File: src/core/current_ctrl_pkg.sv
package current_ctrl_pkg;

  // ----------------------------------------------------------------
  // Timing
  // ----------------------------------------------------------------
  localparam int CLK_PERIOD_NS     = 20;         // Core clock period
  localparam int DELAY_UNIT_MS     = 10;         // Power-down delay unit
  localparam int NS_PER_MS         = 1000000;    // Unit conversion
  localparam int DELAY_UNIT_CYCLES = DELAY_UNIT_MS * NS_PER_MS / CLK_PERIOD_NS;

  // ----------------------------------------------------------------
  // Widths
  // ----------------------------------------------------------------
  localparam int LOAD_W   = 10;                  // Load reading width
  localparam int SPEED_W  = 12;                  // Speed magnitude width
  localparam int CODE_W   = 8;                   // Current code width
  localparam int LEVEL_W  = 5;                   // 32 effective levels
  localparam int LEVEL_SH = 3;                   // Eight codes per level
  localparam int DELAY_W  = 16;                  // Power-down delay width
  localparam int DCNT_W   = 6;                   // Down-step reading counter

  // ----------------------------------------------------------------
  // Register map (byte addresses)
  // ----------------------------------------------------------------
  localparam logic [7:0] CURRENT_CFG_OFS = 8'h00; // Current settings
  localparam logic [7:0] LOAD_CFG_OFS    = 8'h04; // Load thresholds
  localparam logic [7:0] SPEED_CFG_OFS   = 8'h08; // Speed thresholds
  localparam logic [7:0] DELAY_CFG_OFS   = 8'h0C; // Power-down delay
  localparam logic [7:0] STATUS_OFS      = 8'h10; // Block state

  // ----------------------------------------------------------------
  // Register layouts
  // ----------------------------------------------------------------
  typedef struct packed {
    logic [10:0]       unused;                   // Reads zero
    logic [1:0]        current_up_step;          // Increment code
    logic [1:0]        current_down_step;        // Decrement code
    logic              current_min_sel;          // 0: half, 1: quarter
    logic [CODE_W-1:0] standby_current;          // Standby code
    logic [CODE_W-1:0] absolute_max_current;     // Running code
  } current_cfg_type;

  typedef struct packed {
    logic [11:0]       unused;                   // Reads zero
    logic [LOAD_W-1:0] load_hysteresis;          // Upper minus lower
    logic [LOAD_W-1:0] load_lower;               // Lower threshold
  } load_cfg_type;

  typedef struct packed {
    logic [6:0]         unused;                  // Reads zero
    logic               stall_stop_enable;       // Stop on stall on
    logic [SPEED_W-1:0] stall_stop_speed;        // Stall speed floor
    logic [SPEED_W-1:0] adaptive_threshold_speed; // Regulation speed floor
  } speed_cfg_type;

  typedef struct packed {
    logic [18:0]        unused;                  // Reads zero
    logic               standstill;              // Speed is zero
    logic               stalled;                 // Stopped on stall, W1C
    logic               standby;                 // Standby current applied
    logic [LEVEL_W-1:0] adaptive_level;          // Regulated level
    logic [LEVEL_W-1:0] applied_level;           // Level sent to driver
  } status_type;

  // ----------------------------------------------------------------
  // Reset values
  // ----------------------------------------------------------------
  localparam current_cfg_type CURRENT_CFG_RST = '{unused: '0, current_up_step: '0,
    current_down_step: '0, current_min_sel: 1'b0, standby_current: 8'h40,
    absolute_max_current: 8'hFF};
  localparam load_cfg_type  LOAD_CFG_RST  = '{unused: '0, load_hysteresis: 10'h040,
    load_lower: 10'h040};
  localparam speed_cfg_type SPEED_CFG_RST = '{unused: '0, stall_stop_enable: 1'b0,
    stall_stop_speed: 12'h000, adaptive_threshold_speed: 12'h000};
  localparam logic [DELAY_W-1:0] POWER_DOWN_DELAY_RST = 16'h00C8; // 200 units

  // ----------------------------------------------------------------
  // Step tables
  // ----------------------------------------------------------------
  // Readings above the upper threshold per decrement
  function automatic logic [DCNT_W-1:0] down_readings(input logic [1:0] code);
    unique case (code)
      2'h0: down_readings = 6'h20;
      2'h1: down_readings = 6'h08;
      2'h2: down_readings = 6'h02;
      2'h3: down_readings = 6'h01;
    endcase
  endfunction : down_readings

  // Level increment per reading below the lower threshold
  function automatic logic [LEVEL_W:0] up_size(input logic [1:0] code);
    up_size = 6'h01 << code;
  endfunction : up_size

endpackage : current_ctrl_pkg

File: src/core/delay_tick.sv
`timescale 1ns/10ps
module delay_tick
  import current_ctrl_pkg::*;
#(
  parameter int PERIOD = DELAY_UNIT_CYCLES     // Cycles per tick
)
(
  input  wire logic core_clk,                  // Core clock
  input  wire logic reset,                     // Synchronous reset
  input  wire logic run,                       // Count while high
  output logic      tick                       // One-cycle pulse per period
);

  localparam int CNT_W = $clog2(PERIOD + 1);   // Counter width
  localparam logic [CNT_W-1:0] LAST = CNT_W'(PERIOD - 1); // Final count

  logic [CNT_W-1:0] cnt_reg;                   // Cycle counter
  logic [CNT_W-1:0] cnt_next;                  // Next count
  logic             tick_reg;                  // Registered pulse
  logic             tick_next;                 // Next pulse

  // ----------------------------------------------------------------
  // Divider, restarted whenever counting is not wanted
  // ----------------------------------------------------------------
  always_comb
  begin
    cnt_next  = '0;
    tick_next = 1'b0;
    if (run)
    begin
      if (cnt_reg == LAST)
        tick_next = 1'b1;                      // Period complete
      else
        cnt_next = cnt_reg + 1'b1;
    end
  end

  always_ff @(posedge core_clk)
  begin
    if (reset)
    begin
      cnt_reg  <= '0;
      tick_reg <= 1'b0;
    end
    else
    begin
      cnt_reg  <= cnt_next;
      tick_reg <= tick_next;
    end
  end

  assign tick = tick_reg;

endmodule : delay_tick

File: src/core/load_current_ctrl.sv
// The register addresses and the APB interface to the registers were left to the implementer.
`timescale 1ns/10ps
module load_current_ctrl
  import current_ctrl_pkg::*;
#(
  parameter int TICK_CYCLES = DELAY_UNIT_CYCLES  // Cycles per delay unit
)
(
  input  wire logic               core_clk,      // 50 MHz clock
  input  wire logic               reset,         // Synchronous, active high
  input  wire logic [7:0]         paddr,         // APB address
  input  wire logic               psel,          // APB select
  input  wire logic               penable,       // APB access phase
  input  wire logic               pwrite,        // APB direction
  input  wire logic [31:0]        pwdata,        // APB write data
  output logic      [31:0]        prdata,        // APB read data
  output logic                    pready,        // APB ready
  output logic                    pslverr,       // APB error, unmapped
  input  wire logic [LOAD_W-1:0]  load_value,    // Load reading
  input  wire logic               load_valid,    // Reading strobe
  input  wire logic [SPEED_W-1:0] motor_speed,   // Speed magnitude
  output logic      [LEVEL_W-1:0] current_level, // Level to driver
  output logic                    standby_active, // Standby current applied
  output logic                    motor_stop     // Stop request on stall
);

  // ----------------------------------------------------------------
  // Register bus
  // ----------------------------------------------------------------
  current_cfg_type    cur_cfg_reg,  cur_cfg_next;   // Current settings
  load_cfg_type       load_cfg_reg, load_cfg_next;  // Load thresholds
  speed_cfg_type      spd_cfg_reg,  spd_cfg_next;   // Speed thresholds
  logic [DELAY_W-1:0] pd_delay_reg, pd_delay_next;  // Power-down delay
  logic [31:0]        prdata_reg,   prdata_next;    // Read data
  logic               err_reg,      err_next;       // Unmapped flag
  status_type         status;                       // Read view
  status_type         wr_status;                    // Write data as status fields
  logic               mapped;                       // Address decodes
  logic               wr_en;                        // Write takes effect
  logic               stall_clr;                    // Software clears stall

  // Regulation state
  logic [LEVEL_W-1:0] act_reg,  act_next;           // Regulated level
  logic [DCNT_W-1:0]  dcnt_reg, dcnt_next;          // High readings seen
  logic               stall_reg, stall_next;        // Stopped on stall
  logic [DELAY_W-1:0] pd_cnt_reg, pd_cnt_next;      // Standstill units
  logic               stby_reg, stby_next;          // Standby applied
  logic [LEVEL_W-1:0] lvl_reg, lvl_next;            // Applied level

  // Derived values
  logic [LEVEL_W-1:0] run_scale;                    // Running level
  logic [LEVEL_W-1:0] stby_scale;                   // Standby level
  logic [LEVEL_W-1:0] floor_level;                  // Lowest regulated level
  logic [LOAD_W:0]    upper;                        // Upper threshold
  logic               reg_active;                   // Regulation on
  logic               above, below;                 // Reading vs thresholds
  logic               stall_hit;                    // Stall condition
  logic               standstill;                   // Motor not moving
  logic               unit_tick;                    // One delay unit passed

  // Address decode is shared by reads and writes
  function automatic logic is_mapped(input logic [7:0] a);
    is_mapped = (a == CURRENT_CFG_OFS) || (a == LOAD_CFG_OFS) ||
                (a == SPEED_CFG_OFS) || (a == DELAY_CFG_OFS) || (a == STATUS_OFS);
  endfunction : is_mapped

  assign mapped    = is_mapped(paddr);
  assign wr_en     = psel && penable && pwrite && mapped;
  assign wr_status = status_type'(pwdata);
  assign stall_clr = wr_en && (paddr == STATUS_OFS) && wr_status.stalled;

  // ----------------------------------------------------------------
  // APB slave: zero wait, read data latched in the setup cycle
  // ----------------------------------------------------------------
  always_comb
  begin
    cur_cfg_next  = cur_cfg_reg;
    load_cfg_next = load_cfg_reg;
    spd_cfg_next  = spd_cfg_reg;
    pd_delay_next = pd_delay_reg;
    prdata_next   = prdata_reg;
    err_next      = err_reg;
    if (psel && !penable)
    begin
      // Setup cycle prepares the answer for the access cycle
      err_next = !mapped;
      unique case (paddr)
        CURRENT_CFG_OFS: prdata_next = 32'(cur_cfg_reg);
        LOAD_CFG_OFS:    prdata_next = 32'(load_cfg_reg);
        SPEED_CFG_OFS:   prdata_next = 32'(spd_cfg_reg);
        DELAY_CFG_OFS:   prdata_next = 32'(pd_delay_reg);
        STATUS_OFS:      prdata_next = 32'(status);
        default:         prdata_next = '0;      // Unmapped reads zero
      endcase
    end
    if (wr_en)
    begin
      unique case (paddr)
        CURRENT_CFG_OFS: cur_cfg_next  = current_cfg_type'(pwdata);
        LOAD_CFG_OFS:    load_cfg_next = load_cfg_type'(pwdata);
        SPEED_CFG_OFS:   spd_cfg_next  = speed_cfg_type'(pwdata);
        DELAY_CFG_OFS:   pd_delay_next = pwdata[DELAY_W-1:0];
        default:         ;                      // Status: only the stall clear
      endcase
    end
    // Reserved fields are forced to zero so they read back as zero
    cur_cfg_next.unused  = '0;
    load_cfg_next.unused = '0;
    spd_cfg_next.unused  = '0;
  end

  always_ff @(posedge core_clk)
  begin
    if (reset)
    begin
      cur_cfg_reg  <= CURRENT_CFG_RST;
      load_cfg_reg <= LOAD_CFG_RST;
      spd_cfg_reg  <= SPEED_CFG_RST;
      pd_delay_reg <= POWER_DOWN_DELAY_RST;
      prdata_reg   <= '0;
      err_reg      <= 1'b0;
    end
    else
    begin
      cur_cfg_reg  <= cur_cfg_next;
      load_cfg_reg <= load_cfg_next;
      spd_cfg_reg  <= spd_cfg_next;
      pd_delay_reg <= pd_delay_next;
      prdata_reg   <= prdata_next;
      err_reg      <= err_next;
    end
  end

  assign prdata  = prdata_reg;
  assign pready  = 1'b1;
  assign pslverr = psel && penable && err_reg;

  // ----------------------------------------------------------------
  // Derived levels and comparisons
  // ----------------------------------------------------------------
  // Code 255 lands on the top level; eight codes share one level
  assign run_scale   = cur_cfg_reg.absolute_max_current[CODE_W-1:LEVEL_SH];
  assign stby_scale  = cur_cfg_reg.standby_current[CODE_W-1:LEVEL_SH];
  assign floor_level = cur_cfg_reg.current_min_sel ? (run_scale >> 2) : (run_scale >> 1);
  assign upper       = {1'b0, load_cfg_reg.load_lower}
                     + {1'b0, load_cfg_reg.load_hysteresis};
  assign above       = {1'b0, load_value} > upper;
  assign below       = load_value < load_cfg_reg.load_lower;
  assign reg_active  = motor_speed > spd_cfg_reg.adaptive_threshold_speed;
  // A reading of zero is the maximum-load point
  assign stall_hit   = spd_cfg_reg.stall_stop_enable && load_valid && (load_value == '0) &&
                       (motor_speed > spd_cfg_reg.stall_stop_speed);
  assign standstill  = motor_speed == '0;

  // ----------------------------------------------------------------
  // Adaptive level regulation
  // ----------------------------------------------------------------
  always_comb
  begin
    logic [LEVEL_W:0] sum;                       // Widened increment result
    logic [LEVEL_W-1:0] base;                    // Level clamped to bounds
    sum       = '0;
    base      = act_reg;
    dcnt_next = dcnt_reg;
    // Clamp first so a new scale or floor takes hold at once
    if (base > run_scale)
      base = run_scale;
    else if (base < floor_level)
      base = floor_level;
    act_next = base;
    if (!reg_active)
    begin
      // At or below the threshold speed the full running level applies
      act_next  = run_scale;
      dcnt_next = '0;
    end
    else if (load_valid)
    begin
      if (above)
      begin
        if (dcnt_reg + 1'b1 >= down_readings(cur_cfg_reg.current_down_step))
        begin
          dcnt_next = '0;
          if (base > floor_level)
            act_next = base - 1'b1;
        end
        else
          dcnt_next = dcnt_reg + 1'b1;
      end
      else
      begin
        // Any reading not above the upper threshold breaks the run
        dcnt_next = '0;
        if (below)
        begin
          sum = {1'b0, base} + up_size(cur_cfg_reg.current_up_step);
          if (sum > {1'b0, run_scale})
            act_next = run_scale;
          else
            act_next = sum[LEVEL_W-1:0];
        end
      end
    end
  end

  always_ff @(posedge core_clk)
  begin
    if (reset)
    begin
      act_reg  <= CURRENT_CFG_RST.absolute_max_current[CODE_W-1:LEVEL_SH];
      dcnt_reg <= '0;
    end
    else
    begin
      act_reg  <= act_next;
      dcnt_reg <= dcnt_next;
    end
  end

  // ----------------------------------------------------------------
  // Stall stop, standstill timer and applied level
  // ----------------------------------------------------------------
  delay_tick #(.PERIOD (TICK_CYCLES)) u_delay_tick (
    .core_clk (core_clk),
    .reset    (reset),
    .run      (standstill),
    .tick     (unit_tick)
  );

  always_comb
  begin
    // A stall in the same cycle as the clear keeps the flag set
    stall_next = stall_hit || (stall_reg && !stall_clr);
    pd_cnt_next = pd_cnt_reg;
    if (!standstill)
      pd_cnt_next = '0;
    else if (unit_tick && pd_cnt_reg != '1)
      pd_cnt_next = pd_cnt_reg + 1'b1;
    stby_next = standstill && (pd_cnt_reg >= pd_delay_reg);
    lvl_next  = stby_next ? stby_scale : act_next;
  end

  always_ff @(posedge core_clk)
  begin
    if (reset)
    begin
      stall_reg  <= 1'b0;
      pd_cnt_reg <= '0;
      stby_reg   <= 1'b0;
      lvl_reg    <= '0;
    end
    else
    begin
      stall_reg  <= stall_next;
      pd_cnt_reg <= pd_cnt_next;
      stby_reg   <= stby_next;
      lvl_reg    <= lvl_next;
    end
  end

  assign current_level  = lvl_reg;
  assign standby_active = stby_reg;
  assign motor_stop     = stall_reg;

  // Read view of the live state, reserved bits zero
  assign status = '{unused: '0, standstill: standstill, stalled: stall_reg, standby: stby_reg,
                    adaptive_level: act_reg, applied_level: lvl_reg};
endmodule : load_current_ctrl

File: config.mk
export PLATFORM = sky130hd
export DESIGN_NAME = load_current_ctrl
export DESIGN_NICKNAME = d
export VERILOG_FILES = /design/src/core/current_ctrl_pkg.sv /design/src/core/delay_tick.sv /design/src/core/load_current_ctrl.sv
export SDC_FILE = /design/constraint.sdc
export NUM_CORES = 1
export LEC_CHECK = 0
export BUFFER_PORTS_ARGS = -buffer_cell sky130_fd_sc_hd__buf_4
export CAP_MARGIN = 20
export CORE_ASPECT_RATIO = 2
export CORE_MARGIN = 8
export CORE_UTILIZATION = 43
export CTS_CLUSTER_SIZE = 14
export DETAILED_ROUTE_END_ITERATION = 10
export PLACE_DENSITY = 0.67
export SETUP_SLACK_MARGIN = 0.15
export SKIP_CTS_REPAIR_TIMING = 1
export SLEW_MARGIN = 30
export SYNTH_ARGS = -nofsm -noshare
export SYNTH_HDL_FRONTEND = slang
export SYNTH_SLANG_ARGS = --single-unit
File: constraint.sdc
create_clock -name core_clk -period 10.7 [get_ports core_clk]
set_input_delay 2.14 -clock core_clk [delete_from_list [all_inputs] [get_ports core_clk]]
set_output_delay 2.14 -clock core_clk [all_outputs]
set_load 0.03 [all_outputs]
==> impl_results.md, run 1 <==
* Outcome: completed
* Critical path class: flip-flop to flip-flop
* Largest net degree at the start of global routing at 66
* Share of flip-flops with an asynchronous set or reset at 0%
* Avg Inst Size Synth at approximately 7.9 um^2
* Crit. Startpoint: cur_cfg_reg[16]
* H-tree depth at 4
* YS warnings at 0
* Period utilization at between 50% and 60%
* Drt total wl at about 30,000 um
* Worst Hold Class: flip-flop to flip-flop
* Total Nets Final at ~1,500
* Post-synth cell types at 75
* CP arrival at around 6.3 ns
* DR pass1 iterations at 6
* Most frequent cells in the layout: nand2_1 (224), dfxtp_1 (162), a21oi_1 (125)
* Row count at slightly below 80
* Initial Util at a little over two fifths
* Drt wl/cell at around 19 um
* Power Density at 165 nW/um^2
* Met3 WL at between 2000 and 2500 um
* Number of flops mapped to enable cells by yosys at 0
* Reg2Reg Capture Point: current_level[3]
* Top sig layer: met4
* Final Slew Violations at 0
* Top FF cell, synth: dfxtp_1
* MaxCap Viol Count at 0
* GRT overflow at 0
* Via density at around 5.8
* Residual DRC at 0
* Max_slew headroom at between 30 and 40%
* CTS tree: built
* Hold Fails Final Rpt at 0
* GRT Resource Usage Total at 21.5%
* Fin util at between 50% and 60%
* Clk pin slew, worst setup/hold paths at around 0.07 ns
* Final antenna diode count at 0
* Worst skew pair latency at roughly 0.44 ns
* Die ar. at between 20,000 and 30,000 um^2
* Final setup vio count at 0
* Final Wtd Congestion at between 0.9 and 1
* Core Footprint at 22,400 um^2
* CTS Buf Count at 17
* R2r setup slk at between 4 and 5 ns
* R2R depth at 21
* RSZ-0062 raised after global routing: no
* Final min period at between 5 and 6 ns
* Startpoint Class: flip-flop
* Fmax at between 150 and 200 MHz
* Crit path to: current_level[3]
* CP endpoint kind: flip-flop
* Wl on met1 at 12,500 um
* Wire length on met2 at 14,000 um
* Synthesized instance count at ~1,200
* CP Data Required Time at around 11 ns
* Antenna violations before repair at 0
* Mapped Area at approximately 9700 um^2
* Flops & latches, synth at approximately 160
* First-pass GRT wire length at about 47,000 um
* Clock buffer depth at 2
* Via count at between 9,000 and 10,000
* Least-Margin Pin Slew at about 0.9 ns
* Crit path max fanout at 6
* Most common cell after layout, fill and taps aside: nand2_1
* Die Y at between 200 and 250 um
* VDD IR max at between 0.09 and 0.1 mV
* Ratio of cells with drive above 1 in the final layout at between 10% and 20%
* Worst R2R Start: cur_cfg_reg[16]
* CTS Sinks at 162
* Area Growth Syn to Fin at 15.4%
* Initial DRC Count at around 930
* Skew final at ~0.012 ns
* LEAKAGE at approximately 4.4 nW
* Sequential cell area fraction in the yosys report at between 30 and 40%
* IO Count at around 110
* Vias in the first global route at between 8,000 and 9,000
* Post-DP HPWL at between 20,000 and 25,000 um
* IO buf count at 93
* Setup_tns at 0 ns
* Remaining antenna violation count after routing at 0
* Clock root cell: clkbuf_16
* Die Wd at 122 um
## stage by stage
| step | instances | hold WS [ns] | setup slack [ns] | area, um^2 | power (W) |
|---|---|---|---|---|---|
| after floorplan | 1237 | 0.430 | 5.89 | 9750 | 0.00107 |
| after global placement | 1556 | 0.442 | 4.91 | 10600 | 0.00122 |
| after detailed placement | 1556 | 0.446 | 4.85 | 10600 | 0.00123 |
| after CTS | 1588 | 0.454 | 4.83 | 11200 | 0.00186 |
| after global routing | 1588 | 0.466 | 4.45 | 11200 | 0.00195 |
| final | 1588 | 0.452 | 4.81 | 11200 | 0.00185 |
## routing by layer
metal / vias up / global-route usage [%]
li1: 4446 / -
met1: 4294 / 27.1
met2: 359 / 34.3
met3: 54 / 4.45
met4: 0 / 9.66
met5: - / 0
## worst min path at each step
stage                               to                     from  slack (ns)  cells past startpoint
2_1_floorplan  u_delay_tick.cnt_reg[0]  u_delay_tick.cnt_reg[0]        0.43                      1
3_3_place_gp                prdata[23]               prdata[23]        0.44                      2
3_5_place_dp                prdata[23]               prdata[23]        0.45                      2
4_1_cts                     prdata[23]               prdata[23]        0.45                      2
5_1_grt                     prdata[17]               prdata[17]        0.47                      2
6_report                    prdata[23]               prdata[23]        0.45                      2
## where the power goes
group	total [W]	switching (W)	internal, W
registers	0.000635	0.0000174	0.000618
logic	0.000588	0.000349	0.000240
clock network	0.000631	0.000295	0.000336
## critical path, stage by stage (launching register included)
cell      delay, ns
dfxtp_1        0.46
mux2i_1        0.40
ha_1           0.32
a21oi_1        0.17
o21ai_0        0.15
or3_1          0.39
a31oi_1        0.53
inv_1          0.20
ha_1           0.27
inv_1          0.07
fa_1           0.45
inv_1          0.08
ha_1           0.23
nor2b_1        0.13
o21a_1         0.16
o21a_1         0.16
o21a_1         0.17
o22a_1         0.22
a211oi_2       0.29
o32ai_1        0.12
o41ai_1        0.65
a22o_1         0.21
## synth_stat cells (5+ instances only)
cell type	instances	area share, %
a21oi_1	125	6.4
nand2_1	224	8.6
inv_1	82	3.2
o31ai_1	5	0.39
nor2b_1	9	0.58
a211oi_1	18	1.4
xor2_1	24	2.2
a21o_1	19	1.5
o21ai_0	37	1.9
clkbuf_1	47	1.8
o211ai_1	10	0.77
nor2_1	75	2.9
nand3_1	55	2.8
nor3_1	20	1.0
nor4_1	9	0.58
buf_1	5	0.19
nand2b_1	14	0.90
a22o_1	12	1.1
a31oi_1	5	0.32
ha_1	97	12
and3_1	10	0.64
dfxtp_1	162	33
o21a_1	13	1.0
xnor2_1	17	1.5
a222oi_1	13	1.3
nand4_1	15	0.96
mux2i_1	14	1.4
or3_1	9	0.58
buf_4	8	0.62
o22ai_1	6	0.39
and2_1	5	0.32
## cells by family (layout without fill, tap and decap cells)
family | count (synthesis) | count (layout) | synth area share, %
AO/OA/AOI/OAI | 300 | 300 | 20.0
XOR/XNOR | 42 | 42 | 3.86
adder cells (fa/ha/maj) | 100 | 100 | 13.0
buffers and inverters | 143 | 214 | 5.90
flip-flops | 162 | 162 | 33.3
multiplexers | 20 | 20 | 2.52
other | 2 | 8 | 0.0772
AND/OR/NAND/NOR | 462 | 462 | 21.3
## final cells by class
class	instances	area (um^2)
fill	2181	11200
multi-input combinational	932	5960
sequential	162	3240
timing repair buffer	100	751
clock buffer	17	425
tap	280	350
inverter	82	308
clock inverter	15	188
(Power assumes the default switching activity.)
==> run 2: changes to the inputs <==
Settings changed: PLACE_DENSITY 0.67 to 0.69.
Clock period 10.7 ns to 4.7 ns, I/O delays scaled along.
==> run 2 against run 1 <==
Effect of this change: the flow now finishes with violations (setup timing); worst hold slack better by 0.0018 ns; non-clock buffer count increased by 52; flip-flop and latch count stayed put; highest routed layer unchanged; critical path type unchanged; sequential power rose by 130%; first-iteration DRC count decreased by 9.0%.
==> impl_results.md, run 2 (synthesized netlist as in run 1, its figures left out) <==
* Outcome: finished with violations
* Failing checks: setup timing
* CP arrival at 5.16 ns (-1.11 ns)
* Critical path class: flip-flop to flip-flop
* Crit. Startpoint: cur_cfg_reg[16]
* Die Wd at 122 um (unchanged)
* Worst skew pair latency at 0.43 ns (about the same)
* Slack of the critical path at -0.0882 ns (-4.90 ns)
* Antenna violations before repair at 0 (unchanged)
* Most common cell after layout, fill and taps aside: nand2_1
* Slowest cell on crit path: fa_2
* GRT Resource Usage Total at 21.1% (-0.40 points)
* Most frequent cells in the layout: nand2_1 (224), dfxtp_1 (159), buf_4 (150)
* LEAKAGE at 4.65 nW (+6.1%)
* Row count at 78 (unchanged)
* Remaining antenna violation count after routing at 0 (unchanged)
* CTS Buf Count at 17 (unchanged)
* Hold Fails Final Rpt at 0 (unchanged)
* Area of the multi-input gates at 6240 um^2 (+4.7%)
* Most frequent CP cell: o21a_1
* Drt total wl at 30,100 um (+0.97%)
* R2r setup slk at -0.09 ns (-4.90 ns)
* Clock root cell: clkbuf_16
* Crit path max fanout at 4 (-2)
* CP Data Required Time at 5.08 ns (-6.01 ns)
* IO buf count at 93 (unchanged)
* Bufs and invs on worst path at 5 (+2)
* Via density at 5.75 (-0.26%)
* Core Footprint at 22,400 um^2 (unchanged)
* Final Slew Violations at 0 (unchanged)
* Fin util at 52.8% (+2.8 points)
* VDD IR max at 0.250 mV (+180%)
* First-pass GRT wire length at 47,400 um (-0.16%)
* Vias in the first global route at 9,067 (+1.2%)
* Max stage delay on crit path at 0.42 ns (-0.23 ns)
* Ratio of cells with drive above 1 in the final layout at 18.3% (+6.3 points)
* Largest net degree at the start of global routing at 97 (+47%)
* MaxCap Viol Count at 0 (unchanged)
* Fillers at 2,134 (-2.2%)
* Worst hold endpoint: spd_cfg_reg[7]
* Skew final at 0.00824 ns (-0.00364 ns)
* Clock buffer depth at 2 (unchanged)
* Drt wl/cell at 18.4 um (-2.2%)
* Final antenna diode count at 0 (unchanged)
* Register Area at 3250 um^2 (+0.27%)
* H-tree depth at 4 (unchanged)
* Post-DP HPWL at 23,200 um (+1.1%)
* Power Density at 390 nW/um^2 (+140%)
* Worst R2R Start: cur_cfg_reg[16]
* HP Start: spd_cfg_reg[7]
* IO Count at 109 (unchanged)
* CTS tree: built
* CP endpoint kind: flip-flop
* Cells along the critical path: mux2i_2 -> ha_1 -> a21oi_2 -> o21ai_2 -> or3_4 -> a31oi_4 -> inv_2 -> ha_4 -> inv_2 -> fa_2 -> inv_1 -> ha_1 -> nor2b_1 -> o21a_1 -> o21a_1 -> o21a_1 -> o22a_1 -> a211oi_2 -> buf_4 -> o32ai_4 -> o41ai_2 -> buf_4 -> a22o_1
* Worst Hold Class: flip-flop to flip-flop
* Total Nets Final at 1,514 (+3.6%)
* Reg2Reg Capture Point: current_level[3]
* Max_slew headroom at 41.5% (+1.7 points)
* Final min period at 4.79 ns (-1.10 ns)
* Hold depth at 2 (unchanged)
* CTS Sinks at 162 (unchanged)
* Pre-CTS setup slack at -0.222 ns (-5.07 ns)
* Fmax at 209 MHz (+23%)
* RSZ-0062 raised after global routing: yes
* Period utilization at 102% (+47 points)
* Least-Margin Pin Slew at 0.868 ns (-0.0341 ns)
* Initial Util at 43.4% (unchanged)
* Family with the most delay on the worst path: compound AO/OA/AOI/OAI gates
* DR pass1 iterations at 9 (+3)
* Clk pin slew, worst setup/hold paths at 0.07 ns (about the same)
* Die ar. at 28,000 um^2 (unchanged)
* Area Growth Syn to Fin at 21.8%
* Final Wtd Congestion at 0.895 (-1.1%)
* R2R depth at 23 (+9.5%)
* Residual DRC at 0 (unchanged)
* GRT overflow at 0 (unchanged)
* Initial DRC Count at 843 (-9.0%)
* Via count at 9,428 (+3.0%)
* Startpoint Class: flip-flop
* Final setup vio count at 9 (+9)
* Die Y at 229 um (unchanged)
-- run 2: worst max-delay path by stage --
stage	end	depth (start not counted)
after floorplan	current_level[1]	22
after global placement	current_level[1]	21
after detailed placement	current_level[0]	21
after CTS	current_level[0]	21
after global routing	current_level[3]	25
final	current_level[3]	23
-- run 2: power breakdown --
part / leakage, nW / total (W) / internal (W) / switching (W)
Sequential: 1.31 / 0.00145 / 0.00141 / 0.0000401
Combinational: 3.09 / 0.00188 / 0.000887 / 0.000989
Clock: 0.255 / 0.00131 / 0.000710 / 0.000596
Total: 4.65 / 0.00463 / 0.00300 / 0.00162
-- run 2: cell type report --
| type | count | area share, % |
|---|---|---|
| multi-input cells | 932 | 52.6 |
| flip-flops and latches | 162 | 27.4 |
| repair buffers | 152 | 9.69 |
| clock buffers | 19 | 3.82 |
| well taps | 280 | 2.96 |
| inverters | 82 | 2.60 |
| clock inverters | 13 | 0.865 |
-- run 2: per-layer routing --
metal | up-vias | global-route usage, % | share of wire (%)
met5 | - | 0 | 0
met3 | 63 | 3.46 | 7.1
met2 | 386 | 33.2 | 46
met4 | 0 | 10.7 | 4.1
li1 | 4563 | - | -
met1 | 4416 | 27.1 | 43
-- run 2: worst reg2reg max path, cell delays in order, from the launching register on --
cell and delay, ns:
dfxtp_2 0.36, mux2i_2 0.25, ha_1 0.30, a21oi_2 0.19, o21ai_2 0.10, or3_4 0.39, a31oi_4 0.19, inv_2 0.08
ha_4 0.16, inv_2 0.05, fa_2 0.42, inv_1 0.07, ha_1 0.22, nor2b_1 0.13, o21a_1 0.16, o21a_1 0.16
o21a_1 0.17, o22a_1 0.21, a211oi_2 0.24, buf_4 0.17, o32ai_4 0.07, o41ai_2 0.34, buf_4 0.16, a22o_1 0.11
-- run 2: through the flow --
step | std cells | hold WS [ns] | total power [W] | TNS [ns] | area (um^2)
after floorplan | 1237 | 0.430 | 0.00248 | 0 | 9790
after global placement | 1600 | 0.440 | 0.00301 | -0.368 | 11000
after detailed placement | 1600 | 0.447 | 0.00305 | -1.53 | 11000
after CTS | 1632 | 0.456 | 0.00435 | -1.87 | 11500
after global routing | 1640 | 0.472 | 0.00485 | -2.72 | 11900
final | 1640 | 0.454 | 0.00463 | -0.510 | 11900
==> run 3: changes to the inputs <==
--- a/config.mk
+++ b/config.mk
@@ -6,5 +6,5 @@
 export NUM_CORES = 1
 export LEC_CHECK = 0
-export BUFFER_PORTS_ARGS = -buffer_cell sky130_fd_sc_hd__buf_4
+export BUFFER_PORTS_ARGS = -buffer_cell sky130_fd_sc_hd__buf_2
 export CAP_MARGIN = 20
 export CORE_ASPECT_RATIO = 2
==> constraint.sdc (replaced) <==
create_clock -name core_clk -period 4.7 [get_ports core_clk]
set_input_delay 0.47 -clock core_clk [delete_from_list [all_inputs] [get_ports core_clk]]
set_output_delay 0.47 -clock core_clk [all_outputs]
set_load 0.03 [all_outputs]
==> run 3 against run 2 <==
Effect of this change: the flow now finishes without violations; cell area is 0.70% lower; register-to-register slack better by 0.10 ns; count of clock-buffer cells in the layout is the same; flip-flop and latch count did not move; clock skew grew 0.0037 ns; cell count barely moved; largest cell class unchanged; via count shrank 0.22%; combinational power is 12% higher; sequential power is essentially flat; wire length rose by 1.5%; highest routed layer is now met5; worst hold slack worse by 0.18 ns.
==> impl_results.md, run 3 (synthesized netlist as in run 1, its figures left out) <==
* Critical path class: flip-flop to flip-flop
* R2r setup slk at 0.01 ns (+0.10 ns)
* Vias in the first global route at 9,034 (-0.36%)
* Drt wl/cell at 18.7 um (+1.5%)
* Crit path max fanout at 4 (unchanged)
* Fmax at 213 MHz (+2.1%)
* Most frequent cells in the layout: nand2_1 (224), dfxtp_1 (158), a21oi_1 (121)
* Largest net degree at the start of global routing at 97 (unchanged)
* IO Count at 109 (unchanged)
* First-pass GRT wire length at 47,700 um (+0.70%)
* Min Hold Slack at 0.272 ns (-0.182 ns)
* GRT Resource Usage Total at 21.6% (+0.40 points)
* Skew final at 0.0119 ns (+0.00369 ns)
* Power Density at 427 nW/um^2 (+9.4%)
* Final min period at 4.69 ns (-0.0996 ns)
* Fin util at 52.4% (-0.37 points)
* Worst skew pair latency at 0.44 ns (about the same)
* Most common cell after layout, fill and taps aside: nand2_1
* H-tree depth at 4 (unchanged)
* Ratio of cells with drive above 1 in the final layout at 19.1% (+0.75 points)
* Cell Count, Final, Fillers Out at 1,639 (-0.061%)
* LEAKAGE at 4.65 nW (about the same)
* Clock root cell: clkbuf_16
* Pwr Total at 0.00503 W (+8.6%)
* Via density at 5.74 (-0.16%)
* Worst Hold Class: input port to flip-flop
* Clk pin slew, worst setup/hold paths at 0.07 ns (about the same)
* Total Nets Final at 1,513 (-0.066%)
* Initial DRC Count at 980 (+16%)
* Antenna violations before repair at 1 (+1)
* MaxCap Viol Count at 0 (unchanged)
* Final Slew Violations at 0 (unchanged)
* Outcome: completed
* GRT overflow at 0 (unchanged)
* Reg2Reg Capture Point: current_level[3]
* CTS Sinks at 162 (unchanged)
* HP Start: pwdata[23]
* CP endpoint kind: flip-flop
* Area Growth Syn to Fin at 21.0%
* Remaining antenna violation count after routing at 0 (unchanged)
* R2R depth at 23 (unchanged)
* Residual DRC at 0 (unchanged)
* Max_slew headroom at 38.9% (-2.6 points)
* Clock buffer depth at 2 (unchanged)
* Row count at 78 (unchanged)
* Worst R2R Start: cur_cfg_reg[6]
* Least-Margin Pin Slew at 0.906 ns (+0.0383 ns)
* CTS tree: built
* Hold Fails Final Rpt at 0 (unchanged)
* Final setup vio count at 0 (-9)
* RSZ-0062 raised after global routing: yes
* Via count at 9,407 (-0.22%)
* Die Wd at 122 um (unchanged)
* Final antenna diode count at 0 (unchanged)
* IO buf count at 93 (unchanged)
* Worst hold endpoint: spd_cfg_reg[23]
* Period utilization at 99.8% (-2.1 points)
* Die ar. at 28,000 um^2 (unchanged)
* Initial Util at 43.4% (unchanged)
* Startpoint Class: flip-flop
* Post-DP HPWL at 23,100 um (-0.45%)
* CTS Buf Count at 17 (unchanged)
* VDD IR max at 0.319 mV (+28%)
* Hold depth at 3 (+1)
* Placed cell count at 1,598 (-0.13%)
* Die Y at 229 um (unchanged)
* CP arrival at 5.02 ns (-0.14 ns)
* Drt total wl at 30,600 um (+1.5%)
* Final Wtd Congestion at 0.907 (+1.4%)
* Core Footprint at 22,400 um^2 (unchanged)
* CP Data Required Time at 5.03 ns (-0.05 ns)
* DR pass1 iterations at 6 (-3)
-- run 3: cell types whose count changed in the layout (fill, tap and decap cells not counted), sizes merged --
cell	previous run	this run
clkinvlp	6	2
bufinv	0	3
inv	86	88
buf	152	151
clkinv	3	2
-- run 3: final cells by class --
cell class                 instances  area, um^2
timing repair buffer             151         916
clock inverter                    13         173
sequential                       162        3260
multi-input combinational        932        6320
tap                              280         350
inverter                          82         310
fill                            2112       10700
clock buffer                      19         443
-- run 3: per-stage QoR --
step	setup TNS, ns	worst slack [ns]	instance area, um^2
floorplan	0	0.111	9790
detailed placement	-1.61	-0.217	10700
global placement	-0.466	-0.0988	10700
global route	-0.850	-0.142	11800
CTS	-2.05	-0.266	11300
finish	0	0.0114	11800
-- run 3: worst max-delay path by stage --
stage / from / end / slack, ns / cells past startpoint
after global placement: cur_cfg_reg[16] / current_level[1] / -0.1 / 21
after detailed placement: cur_cfg_reg[16] / current_level[3] / -0.22 / 23
final: cur_cfg_reg[6] / current_level[3] / 0.01 / 23
after CTS: cur_cfg_reg[16] / current_level[3] / -0.27 / 23
after floorplan: cur_cfg_reg[5] / current_level[1] / 0.11 / 22
after global routing: cur_cfg_reg[16] / current_level[3] / -0.14 / 23
-- run 3: worst max-delay path, stage by stage, from the launching register on --
cell and delay, ns:
dfxtp_4 0.37, buf_6 0.12, mux2i_2 0.18, ha_2 0.23, a21oi_4 0.06, buf_4 0.13, o21a_1 0.21, a21o_2 0.24
a31oi_4 0.27, inv_2 0.09, ha_4 0.23, a21o_1 0.19, maj3_4 0.37, xor2_4 0.18, ha_4 0.25, o21a_1 0.11
o21a_1 0.18, buf_4 0.14, o22ai_2 0.13, nand3_1 0.15, o32ai_4 0.33, o41ai_2 0.09, buf_4 0.14, a22o_1 0.18
-- run 3: where the power goes --
part | internal, W | total (W) | switching, W
registers | 0.00141 | 0.00145 | 0.0000423
logic | 0.000983 | 0.00210 | 0.00112
clock network | 0.000862 | 0.00148 | 0.000615
-- run 3: metal layers --
metal | share of wire (%) | global-route usage, % | up-vias
met4 | 4.5 | 10.7 | 2
met5 | 0.049 | 0 | -
met1 | 43 | 28.2 | 4364
met2 | 44 | 32.7 | 403
met3 | 7.9 | 4.43 | 85
li1 | - | - | 4553
